### config.mk
export PLATFORM = sky130hd
export DESIGN_NAME = shift_unit_datapath
export DESIGN_NICKNAME = d
export VERILOG_FILES = /design/src/core/shift_unit_pkg.sv /design/src/core/shift_unit_datapath.sv
export SDC_FILE = /design/constraint.sdc
export NUM_CORES = 1
export LEC_CHECK = 0
export BUFFER_PORTS_ARGS = -buffer_cell sky130_fd_sc_hd__buf_2
export CELL_PAD_IN_SITES_DETAIL_PLACEMENT = 2
export CELL_PAD_IN_SITES_GLOBAL_PLACEMENT = 2
export CORE_ASPECT_RATIO = 0.7
export CORE_MARGIN = 2
export CORE_UTILIZATION = 34
export CTS_BUF_LIST = sky130_fd_sc_hd__clkbuf_16
export CTS_CLUSTER_SIZE = 14
export DETAILED_ROUTE_END_ITERATION = 10
export PLACE_DENSITY_LB_ADDON = 0.1
export SLEW_MARGIN = 20
export SYNTH_ARGS = -nofsm -noshare
export SYNTH_HDL_FRONTEND = slang
export SYNTH_SLANG_ARGS = --single-unit
### constraint.sdc
create_clock -name clk -period 2.3 [get_ports clk]
set_input_delay 0.23 -clock clk [delete_from_list [all_inputs] [get_ports clk]]
set_output_delay 0.23 -clock clk [all_outputs]
set_load 0.02 [all_outputs]
### src/core/shift_unit_pkg.sv
package shift_unit_pkg;

    // shift opcodes as seen by the decoder
    localparam logic [7:0] OP_WORD_LEFT    = 8'h09;
    localparam logic [7:0] OP_BYTE_LEFT    = 8'h19;
    localparam logic [7:0] OP_DWORD_LEFT   = 8'h0d;
    localparam logic [7:0] OP_WORD_LRIGHT  = 8'h08;
    localparam logic [7:0] OP_BYTE_LRIGHT  = 8'h18;
    localparam logic [7:0] OP_DWORD_LRIGHT = 8'h0c;
    localparam logic [7:0] OP_WORD_ARIGHT  = 8'h0a;
    localparam logic [7:0] OP_BYTE_ARIGHT  = 8'h1a;
    localparam logic [7:0] OP_DWORD_ARIGHT = 8'h0e;

    // count byte: below this it is an immediate, else a register address
    localparam logic [7:0] REG_COUNT_BASE  = 8'h10;
    localparam int         IMM_COUNT_BITS  = 4;
    localparam int         REG_COUNT_BITS  = 5;

    // wishbone register byte offsets
    localparam int         ADDR_BITS       = 8;
    localparam logic [7:0] ADDR_OPCODE     = 8'h00;
    localparam logic [7:0] ADDR_COUNT      = 8'h04;
    localparam logic [7:0] ADDR_OPERAND    = 8'h08;
    localparam logic [7:0] ADDR_CONTROL    = 8'h0c;
    localparam logic [7:0] ADDR_PSW        = 8'h10;
    localparam logic [7:0] ADDR_RESULT     = 8'h14;
    localparam logic [7:0] ADDR_STATUS     = 8'h18;

    // field positions
    localparam int CTRL_START_BIT = 0;
    localparam int CTRL_CLRERR_BIT = 1;
    localparam int STAT_BUSY_BIT  = 0;
    localparam int STAT_ERR_BIT   = 1;
    localparam int PSW_Z_BIT      = 7;
    localparam int PSW_N_BIT      = 6;
    localparam int PSW_V_BIT      = 5;
    localparam int PSW_VT_BIT     = 4;
    localparam int PSW_C_BIT      = 3;
    localparam int PSW_STICKY_BIT = 0;

    // reset values
    localparam logic [7:0]  OPCODE_RESET  = 8'h00;
    localparam logic [7:0]  COUNT_RESET   = 8'h00;
    localparam logic [31:0] OPERAND_RESET = 32'h0000_0000;
    localparam logic [7:0]  PSW_RESET     = 8'h00;

    typedef enum logic [1:0] {KIND_LEFT, KIND_LRIGHT, KIND_ARIGHT} shiftKind_t;
    typedef enum logic [1:0] {WIDTH_BYTE, WIDTH_WORD, WIDTH_DWORD} opWidth_t;
    typedef enum logic [1:0] {IDLE, FETCH_COUNT, STEP, FINISH} unitState_t;

    typedef struct packed {
        logic       legal;
        shiftKind_t kind;
        opWidth_t   width;
    } opDecode_t;

endpackage : shift_unit_pkg

### src/core/shift_unit_datapath.sv
// Our own choices: the Wishbone slave port and the placing of the registers.
`timescale 1ns/100ps
// Function
// - an immediate count of 0 to 15 is accepted for every shift kind and width.
// - a count may come from a register at address 10h or above, holding 0 to 31.
// - left shifts bring a zero into the low end on each step.
// - logical right shifts bring a zero into the top end, an unsigned halving per step.
// - arithmetic right shifts replicate the original top bit, a signed halving per step.
// - after a shift of one or more steps the carry flag holds the last bit shifted out; a zero count keeps carry.
// - a left shift copies the top bit into carry before each step until the count is zero.
// - every right shift clears the sticky flag at its start.
// - a right shift sets sticky when carry holds a one shifted out by this shift and another step follows.
// - byte, word and double-word widths are supported for all three shift kinds.
// - opcodes 09h, 19h and 0dh decode as word, byte and double-word left shifts.
// - opcodes 08h, 18h and 0ch decode as word, byte and double-word logical right shifts.
// - opcodes 0ah, 1ah and 0eh decode as word, byte and double-word arithmetic right shifts.
// - right shifts update zero and carry, clear overflow, keep the trap flag; negative is cleared by logical, takes the top bit on arithmetic.
module shift_unit_datapath
    import shift_unit_pkg::*;
(
    // clock and reset
    input  wire logic                 clk,
    input  wire logic                 nrst,
    // wishbone slave
    input  wire logic                 wb_cyc_i,
    input  wire logic                 wb_stb_i,
    input  wire logic                 wb_we_i,
    input  wire logic [ADDR_BITS-1:0] wb_adr_i,
    input  wire logic [3:0]           wb_sel_i,
    input  wire logic [31:0]          wb_dat_i,
    output logic      [31:0]          wb_dat_o,
    output logic                      wb_ack_o,
    // register file count read port
    output logic      [7:0]           regRdAddr,
    input  wire logic [7:0]           regRdData,
    // result towards the register file
    output logic      [31:0]          resultData,
    output logic                      resultValid,
    output logic      [7:0]           pswOut,
    output logic                      busy
);

    // opcode decoding, shared by the start check and the status view
    function automatic opDecode_t decodeOp(input logic [7:0] op);
        opDecode_t d;
        d = '{legal: 1'b1, kind: KIND_LEFT, width: WIDTH_WORD};
        case (op)
            OP_WORD_LEFT:    d = '{1'b1, KIND_LEFT,   WIDTH_WORD};
            OP_BYTE_LEFT:    d = '{1'b1, KIND_LEFT,   WIDTH_BYTE};
            OP_DWORD_LEFT:   d = '{1'b1, KIND_LEFT,   WIDTH_DWORD};
            OP_WORD_LRIGHT:  d = '{1'b1, KIND_LRIGHT, WIDTH_WORD};
            OP_BYTE_LRIGHT:  d = '{1'b1, KIND_LRIGHT, WIDTH_BYTE};
            OP_DWORD_LRIGHT: d = '{1'b1, KIND_LRIGHT, WIDTH_DWORD};
            OP_WORD_ARIGHT:  d = '{1'b1, KIND_ARIGHT, WIDTH_WORD};
            OP_BYTE_ARIGHT:  d = '{1'b1, KIND_ARIGHT, WIDTH_BYTE};
            OP_DWORD_ARIGHT: d = '{1'b1, KIND_ARIGHT, WIDTH_DWORD};
            default:         d = '{1'b0, KIND_LEFT,   WIDTH_WORD};
        endcase
        return d;
    endfunction : decodeOp

    // bits that belong to an operand of the given width
    function automatic logic [31:0] widthMask(input opWidth_t w);
        case (w)
            WIDTH_BYTE:  return 32'h0000_00ff;
            WIDTH_WORD:  return 32'h0000_ffff;
            default:     return 32'hffff_ffff;
        endcase
    endfunction : widthMask

    // one-hot top bit of the given width
    function automatic logic [31:0] topBit(input opWidth_t w);
        case (w)
            WIDTH_BYTE:  return 32'h0000_0080;
            WIDTH_WORD:  return 32'h0000_8000;
            default:     return 32'h8000_0000;
        endcase
    endfunction : topBit

    // software-visible configuration
    logic [7:0]  opcode;
    logic [7:0]  countByte;
    logic [31:0] operand;
    logic [7:0]  processor_status_word;
    logic        opError;

    // working state of one shift
    unitState_t  state;
    shiftKind_t  workKind;
    opWidth_t    workWidth;
    logic [31:0] work;
    logic [4:0]  remaining;
    logic        workCarry;
    logic        workSticky;
    logic        workOvf;
    logic        carryFresh;  // carry was loaded by this shift, not left over

    // bus decode
    logic        busReq;
    logic        busWrite;
    logic        startReq;
    opDecode_t   startDec;
    logic        workMsb;
    logic [31:0] stepLeft;
    logic [31:0] stepRight;
    logic [31:0] readMux;

    assign busReq   = wb_cyc_i & wb_stb_i;
    // writes land at the edge where the master sees ack, as classic wishbone expects
    assign busWrite = busReq & wb_we_i & wb_ack_o;
    assign startReq = busWrite & (wb_adr_i == ADDR_CONTROL) & wb_sel_i[0]
                      & wb_dat_i[CTRL_START_BIT];
    assign startDec = decodeOp(opcode);
    assign workMsb  = |(work & topBit(workWidth));
    assign stepLeft = (work << 1) & widthMask(workWidth);
    // arithmetic fill reuses the current top bit, which always equals the original one
    assign stepRight = (work >> 1)
                       | ((workKind == KIND_ARIGHT && workMsb) ? topBit(workWidth)
                                                               : 32'h0000_0000);

    // read multiplexer, unmapped offsets read as zero
    always_comb begin
        readMux = 32'h0000_0000;
        case (wb_adr_i)
            ADDR_OPCODE:  readMux = {24'h00_0000, opcode};
            ADDR_COUNT:   readMux = {24'h00_0000, countByte};
            ADDR_OPERAND: readMux = operand;
            ADDR_PSW:     readMux = {24'h00_0000, processor_status_word};
            ADDR_RESULT:  readMux = resultData;
            ADDR_STATUS:  readMux = {30'h0000_0000, opError, busy};
            default:      readMux = 32'h0000_0000;
        endcase
    end

    // single wait-state ack, dropped the cycle after it was given
    always_ff @(posedge clk) begin
        if (!nrst) begin
            wb_ack_o <= 1'b0;
            wb_dat_o <= 32'h0000_0000;
        end else begin
            wb_ack_o <= busReq & ~wb_ack_o;
            if (busReq & ~wb_ack_o) begin
                wb_dat_o <= readMux;
            end
        end
    end

    // opcode and count byte registers
    always_ff @(posedge clk) begin
        if (!nrst) begin
            opcode    <= OPCODE_RESET;
            countByte <= COUNT_RESET;
        end else if (busWrite && wb_sel_i[0]) begin
            if (wb_adr_i == ADDR_OPCODE) begin
                opcode <= wb_dat_i[7:0];
            end
            if (wb_adr_i == ADDR_COUNT) begin
                countByte <= wb_dat_i[7:0];
            end
        end
    end

    // operand register with byte lanes; the running shift works on its own copy
    always_ff @(posedge clk) begin
        if (!nrst) begin
            operand <= OPERAND_RESET;
        end else if (busWrite && wb_adr_i == ADDR_OPERAND) begin
            for (int i = 0; i < 4; i++) begin
                if (wb_sel_i[i]) begin
                    operand[i*8 +: 8] <= wb_dat_i[i*8 +: 8];
                end
            end
        end
    end

    // illegal opcode flag: a new error wins over a clear in the same cycle
    always_ff @(posedge clk) begin
        if (!nrst) begin
            opError <= 1'b0;
        end else if (startReq && state == IDLE && !startDec.legal) begin
            opError <= 1'b1;
        end else if (busWrite && wb_adr_i == ADDR_CONTROL && wb_sel_i[0]
                     && wb_dat_i[CTRL_CLRERR_BIT]) begin
            opError <= 1'b0;
        end
    end

    // sequencer: one shift step per clock, a start while busy is ignored
    // the count is captured at start, so later writes to it only affect the next shift
    always_ff @(posedge clk) begin
        if (!nrst) begin
            state      <= IDLE;
            workKind   <= KIND_LEFT;
            workWidth  <= WIDTH_WORD;
            work       <= 32'h0000_0000;
            remaining  <= 5'h00;
            workCarry  <= 1'b0;
            workSticky <= 1'b0;
            workOvf    <= 1'b0;
            carryFresh <= 1'b0;
            regRdAddr  <= 8'h00;
        end else begin
            case (state)
                IDLE: begin
                    if (startReq && startDec.legal) begin
                        workKind   <= startDec.kind;
                        workWidth  <= startDec.width;
                        work       <= operand & widthMask(startDec.width);
                        workCarry  <= processor_status_word[PSW_C_BIT];  // zero count keeps carry
                        workSticky <= 1'b0;
                        workOvf    <= 1'b0;
                        // a carry left by an earlier instruction must not feed sticky
                        carryFresh <= 1'b0;
                        if (countByte < REG_COUNT_BASE) begin
                            remaining <= {1'b0, countByte[IMM_COUNT_BITS-1:0]};
                            state     <= STEP;
                        end else begin
                            regRdAddr <= countByte;
                            state     <= FETCH_COUNT;
                        end
                    end
                end
                FETCH_COUNT: begin
                    // the register file answers in the same cycle, so one fetch cycle is enough
                    // upper bits of the count register are ignored
                    remaining <= regRdData[REG_COUNT_BITS-1:0];
                    state     <= STEP;
                end
                STEP: begin
                    if (remaining == 5'h00) begin
                        state <= FINISH;
                    end else begin
                        remaining <= remaining - 5'h01;
                        carryFresh <= 1'b1;
                        if (workKind == KIND_LEFT) begin
                            workCarry <= workMsb;
                            work      <= stepLeft;
                            if (workMsb != |(stepLeft & topBit(workWidth))) begin
                                workOvf <= 1'b1;
                            end
                        end else begin
                            workCarry <= work[0];
                            work      <= stepRight;
                            // a one shifted into carry by this shift, then another step
                            if (workCarry && carryFresh) begin
                                workSticky <= 1'b1;
                            end
                        end
                    end
                end
                FINISH: begin
                    state <= IDLE;
                end
                default: begin
                    state <= IDLE;
                end
            endcase
        end
    end

    // status word: finishing shift wins over a software write in the same cycle
    always_ff @(posedge clk) begin
        if (!nrst) begin
            processor_status_word <= PSW_RESET;
        end else if (state == FINISH) begin
            processor_status_word[PSW_Z_BIT] <= (work == 32'h0000_0000);
            processor_status_word[PSW_C_BIT] <= workCarry;
            processor_status_word[PSW_N_BIT] <= (workKind == KIND_LRIGHT) ? 1'b0 : workMsb;
            processor_status_word[PSW_V_BIT] <= (workKind == KIND_LEFT) ? workOvf : 1'b0;
            if (workKind != KIND_LEFT) begin
                processor_status_word[PSW_STICKY_BIT] <= workSticky;
            end
        end else if (busWrite && wb_adr_i == ADDR_PSW && wb_sel_i[0]) begin
            processor_status_word <= wb_dat_i[7:0];
        end
    end

    // result hand-off and outward status
    always_ff @(posedge clk) begin
        if (!nrst) begin
            resultData  <= 32'h0000_0000;
            resultValid <= 1'b0;
            busy        <= 1'b0;
        end else begin
            resultValid <= (state == FINISH);
            if (state == FINISH) begin
                resultData <= work;
            end
            // busy rises with the accepted start and falls as the result is handed off
            if (state == IDLE) begin
                busy <= startReq & startDec.legal;
            end else begin
                busy <= (state != FINISH);
            end
        end
    end

    assign pswOut = processor_status_word;

endmodule : shift_unit_datapath

==> out/results.txt <==
antenna violations before repair: 0
master cell of the clock root buffer: sky130_fd_sc_hd__clkbuf_16
syn_area_per_cell: 8.79 sq um
fraction of the mapped netlist area in simple logic gates: 20.1%
first drt pass iteration count: 5
internal power contribution: 5040 uW
crit path DAT: 2.51 ns
wire length after detailed routing: 31400 microns
number of placement rows: 48
effective utilization at floorplan: 34.3%
Post-CTS Hold Buffers: 0
Synth Cell Area: 8410 sq um
count of input and output buffers: 136
yosys synthesis warning count: 0
cell taking the most area after synthesis: sky130_fd_sc_hd__dfxtp_1
final layout net count: 1168
share of total power consumed by net switching: 22.3%
die height: 136 microns
tightest slew margin relative to the limit: 48.4%
global placer's final weighted congestion: 0.895
number of hold-slack violations in the final timing report: 0
TritonCTS clock tree: done
share of cell area taken by muxes after synthesis: 11.5%
maximum number of pins on one net before global-route repair: 79
relative contribution of sequential cells to total power: 49.1%
Mapped Nets: 1021
post-synthesis sequential element count: 184
fraction of power consumed by the clock network: 47.3%
number of max-capacitance violations reported: 0
leakage power summed over all cells: 0.00395 uW
io pins: 140
FMAX: 0.464 GHz
async set-or-reset flop fraction in the synthesized netlist: 0%
clock insertion delay at the later pin of the skew report: 0.44 ns
list of most frequent post-synthesis cells: 184 x sky130_fd_sc_hd__dfxtp_1, 136 x sky130_fd_sc_hd__nand2_1, 128 x sky130_fd_sc_hd__nor2_1
placeable core region: 24500 sq um
fraction of the yosys area taken by sequential cells: 43.8%
horizontal extent of the die: 192 microns
adder-cell share of the synthesized area: 1.04%
Via Count: 7896
CTS-repair resized insts: 2
min cycle time layout: 2.15 ns
kind of end point of the critical path: flip-flop
Combinational Power Share: 3.6%
number of flops mapped to enable cells by yosys: 0
element type at the critical path start: flip-flop
number of DRC markers in iteration 0: 613
top cells by area in the synthesized netlist: sky130_fd_sc_hd__dfxtp_1 44%, sky130_fd_sc_hd__mux2i_1 11%, sky130_fd_sc_hd__nand2_1 6.1%
global-route wire length before repair: 48600 microns
Synth Area in Compound Gates: 18.9%
cell count after synthesis: 957
via count of the first global-routing pass: 8109
Synth cell types: 64
post-detailed-placement half-perimeter wirelength: 22900 microns
dominant register cell in the synthesized netlist: sky130_fd_sc_hd__dfxtp_1
outcome: finished clean
Critical Setup Path Class: reg -> reg
clock buffers created by TritonCTS: 17
actual transition at the worst max-transition pin: 0.773 ns
overall track demand over capacity in global routing: 24.6%
Pwr Density: 627 nW/um^2
minimum setup slack in the final design: 0.146 ns
share of post-route cells with drive strength above 1: 24.2%
remaining number of nets flagged by the antenna check after routing: 0
Worst Path Required: 2.66 ns
clock tree sinks: 184
Hold Slack: 0.0348 ns
wire per inst: 21.8 microns
number of vias per cell after detailed routing: 5.48
top cell type's share of synthesized area: 43.8%
clk_skew: 0.0114 ns
dominant cell by count in the synthesized netlist: sky130_fd_sc_hd__dfxtp_1
clock-pin slew on the worst setup and hold paths: 0.07 ns
number of max-slew violations in the final report: 0
DRC violations left: 0
Tightest Hold Check Type: in -> reg
maximum ir drop on the vdd rail: 522 uV
residual overflow from global routing: 0
dominant combinational cell family by area after synthesis: simple AND/OR/NAND/NOR gates
Setup WS pre-CTS: -0.102 ns
Post-CTS Repair Setup Buffers: 0
die area: 26000 sq um
maximum buffer depth of the clock tree: 2
maximum fanout encountered on the critical timing path: 13
H-Tree Depth: 4
net switching power figure: 1450 uW
Filler Cells Inserted: 2777
Final Setup Violations: 0
xor/xnor share of the synthesized area: 0.416%
setup repair after global routing missed its margin: no
synthesis-to-finish area growth: 22.9%
crit share post-route: 93.6%
[power by group through the flow]
stage / Sequential (uW) / Combinational (uW) / Clock [uW]
after detailed placement: 3260 / 234 / 0
after floorplan: 3270 / 99.6 / 0
after CTS: 3190 / 235 / 3130
after global placement: 3260 / 231 / 0
after global routing: 3190 / 252 / 3260
final: 3190 / 233 / 3070
[final timing paths]
path                     start  depth (start not counted)  slack (ns)          end
setup / recovery     opcode[5]                          8        0.15     work[19]
hold / removal    wb_dat_i[28]                          3        0.03  operand[28]
setup reg to reg     opcode[5]                          8        0.15     work[19]
hold reg to reg      flip-flop                          2        0.46  workKind[0]
[worst max-delay path: stages, from the launching register on]
cell and delay [ns]:
sky130_fd_sc_hd__dfxtp_1 0.35, sky130_fd_sc_hd__nor4b_2 0.40, sky130_fd_sc_hd__buf_4 0.20, sky130_fd_sc_hd__and3_1 0.17, sky130_fd_sc_hd__buf_4 0.12, sky130_fd_sc_hd__a31o_2 0.27
sky130_fd_sc_hd__buf_4 0.26, sky130_fd_sc_hd__nor2_1 0.08, sky130_fd_sc_hd__a211oi_2 0.21
[per-layer routing]
| layer | track usage (%) | part of all wire [%] | up-vias |
|---|---|---|---|
| met4 | 5.30 | 0.84 | 0 |
| li1 | - | - | 3725 |
| met1 | 36.6 | 51 | 3980 |
| met5 | 0 | 0 | - |
| met3 | 5.36 | 5.6 | 18 |
| met2 | 36.1 | 43 | 173 |
[layout by cell type (no fill, tap or decap), drive strengths merged, types with 2 or more instances in the layout]
cell / instances
nor3: 15
mux2: 6
clkbuf: 17
o22ai: 5
o211ai: 4
nor4: 13
and3: 4
bufinv: 4
a21oi: 60
or3: 2
clkinvlp: 2
nand4: 6
a222oi: 22
a221oi: 2
a22o: 7
ha: 7
buf: 199
a31oi: 4
nand2b: 4
nor3b: 4
or2: 2
nand2: 136
a311oi: 2
a22oi: 33
dfxtp: 184
xnor2: 2
mux2i: 90
a211oi: 26
nor2b: 4
inv: 11
xor2: 2
nand3: 12
nor4b: 3
o21ai: 39
clkinv: 4
a221o: 2
nor2: 128
and2: 29
[cell families (layout without fill, tap and decap cells)]
logic type                 after synthesis  after routing
and+or+nand+nor                        368            368
AOI/OAI and AO/OA                      218            218
DFF                                    184            184
muxes                                   96             96
buffers and inverters                   80            237
adders and majority gates                7              7
xor gates and xnor gates                 4              4
other                                    0              1
[sequential cells by signal, indices dropped and copies added, names as in the netlist, 2 cells and up, named ones only]
| name | count |
|---|---|
| operand | 32 |
| resultData | 32 |
| wb_dat_o | 32 |
| work | 32 |
| countByte | 8 |
| opcode | 8 |
| pswOut | 8 |
| regRdAddr | 8 |
| remaining | 5 |
| state | 2 |
| workKind | 2 |
| workWidth | 2 |
[layout make-up]
| cell class | instances | area [sq um] | area share [%] |
|---|---|---|---|
| timing repair buffer | 199 | 1230 | 11.9 |
| multi-input combinational | 693 | 4400 | 42.5 |
| clock buffer | 17 | 425 | 4.11 |
| inverter | 9 | 36.3 | 0.351 |
| antenna | 1 | 2.50 | 0.0242 |
| sequential | 184 | 3680 | 35.6 |
| clock inverter | 12 | 163 | 1.57 |
| tap | 325 | 407 | 3.93 |
[through the flow]
step / instances / setup TNS, ns / power, uW / area [sq um] / util [%]
detailed placement: 1410 / -0.753 / 3500 / 9740 / 39.7
global route: 1439 / 0 / 6700 / 10300 / 42.2
global placement: 1410 / 0 / 3490 / 9740 / 39.7
CTS: 1439 / 0 / 6560 / 10300 / 42.2
finish: 1440 / 0 / 6490 / 10300 / 42.2
floorplan: 957 / 0 / 3360 / 8410 / -
Power figures use the tool's default switching activity.
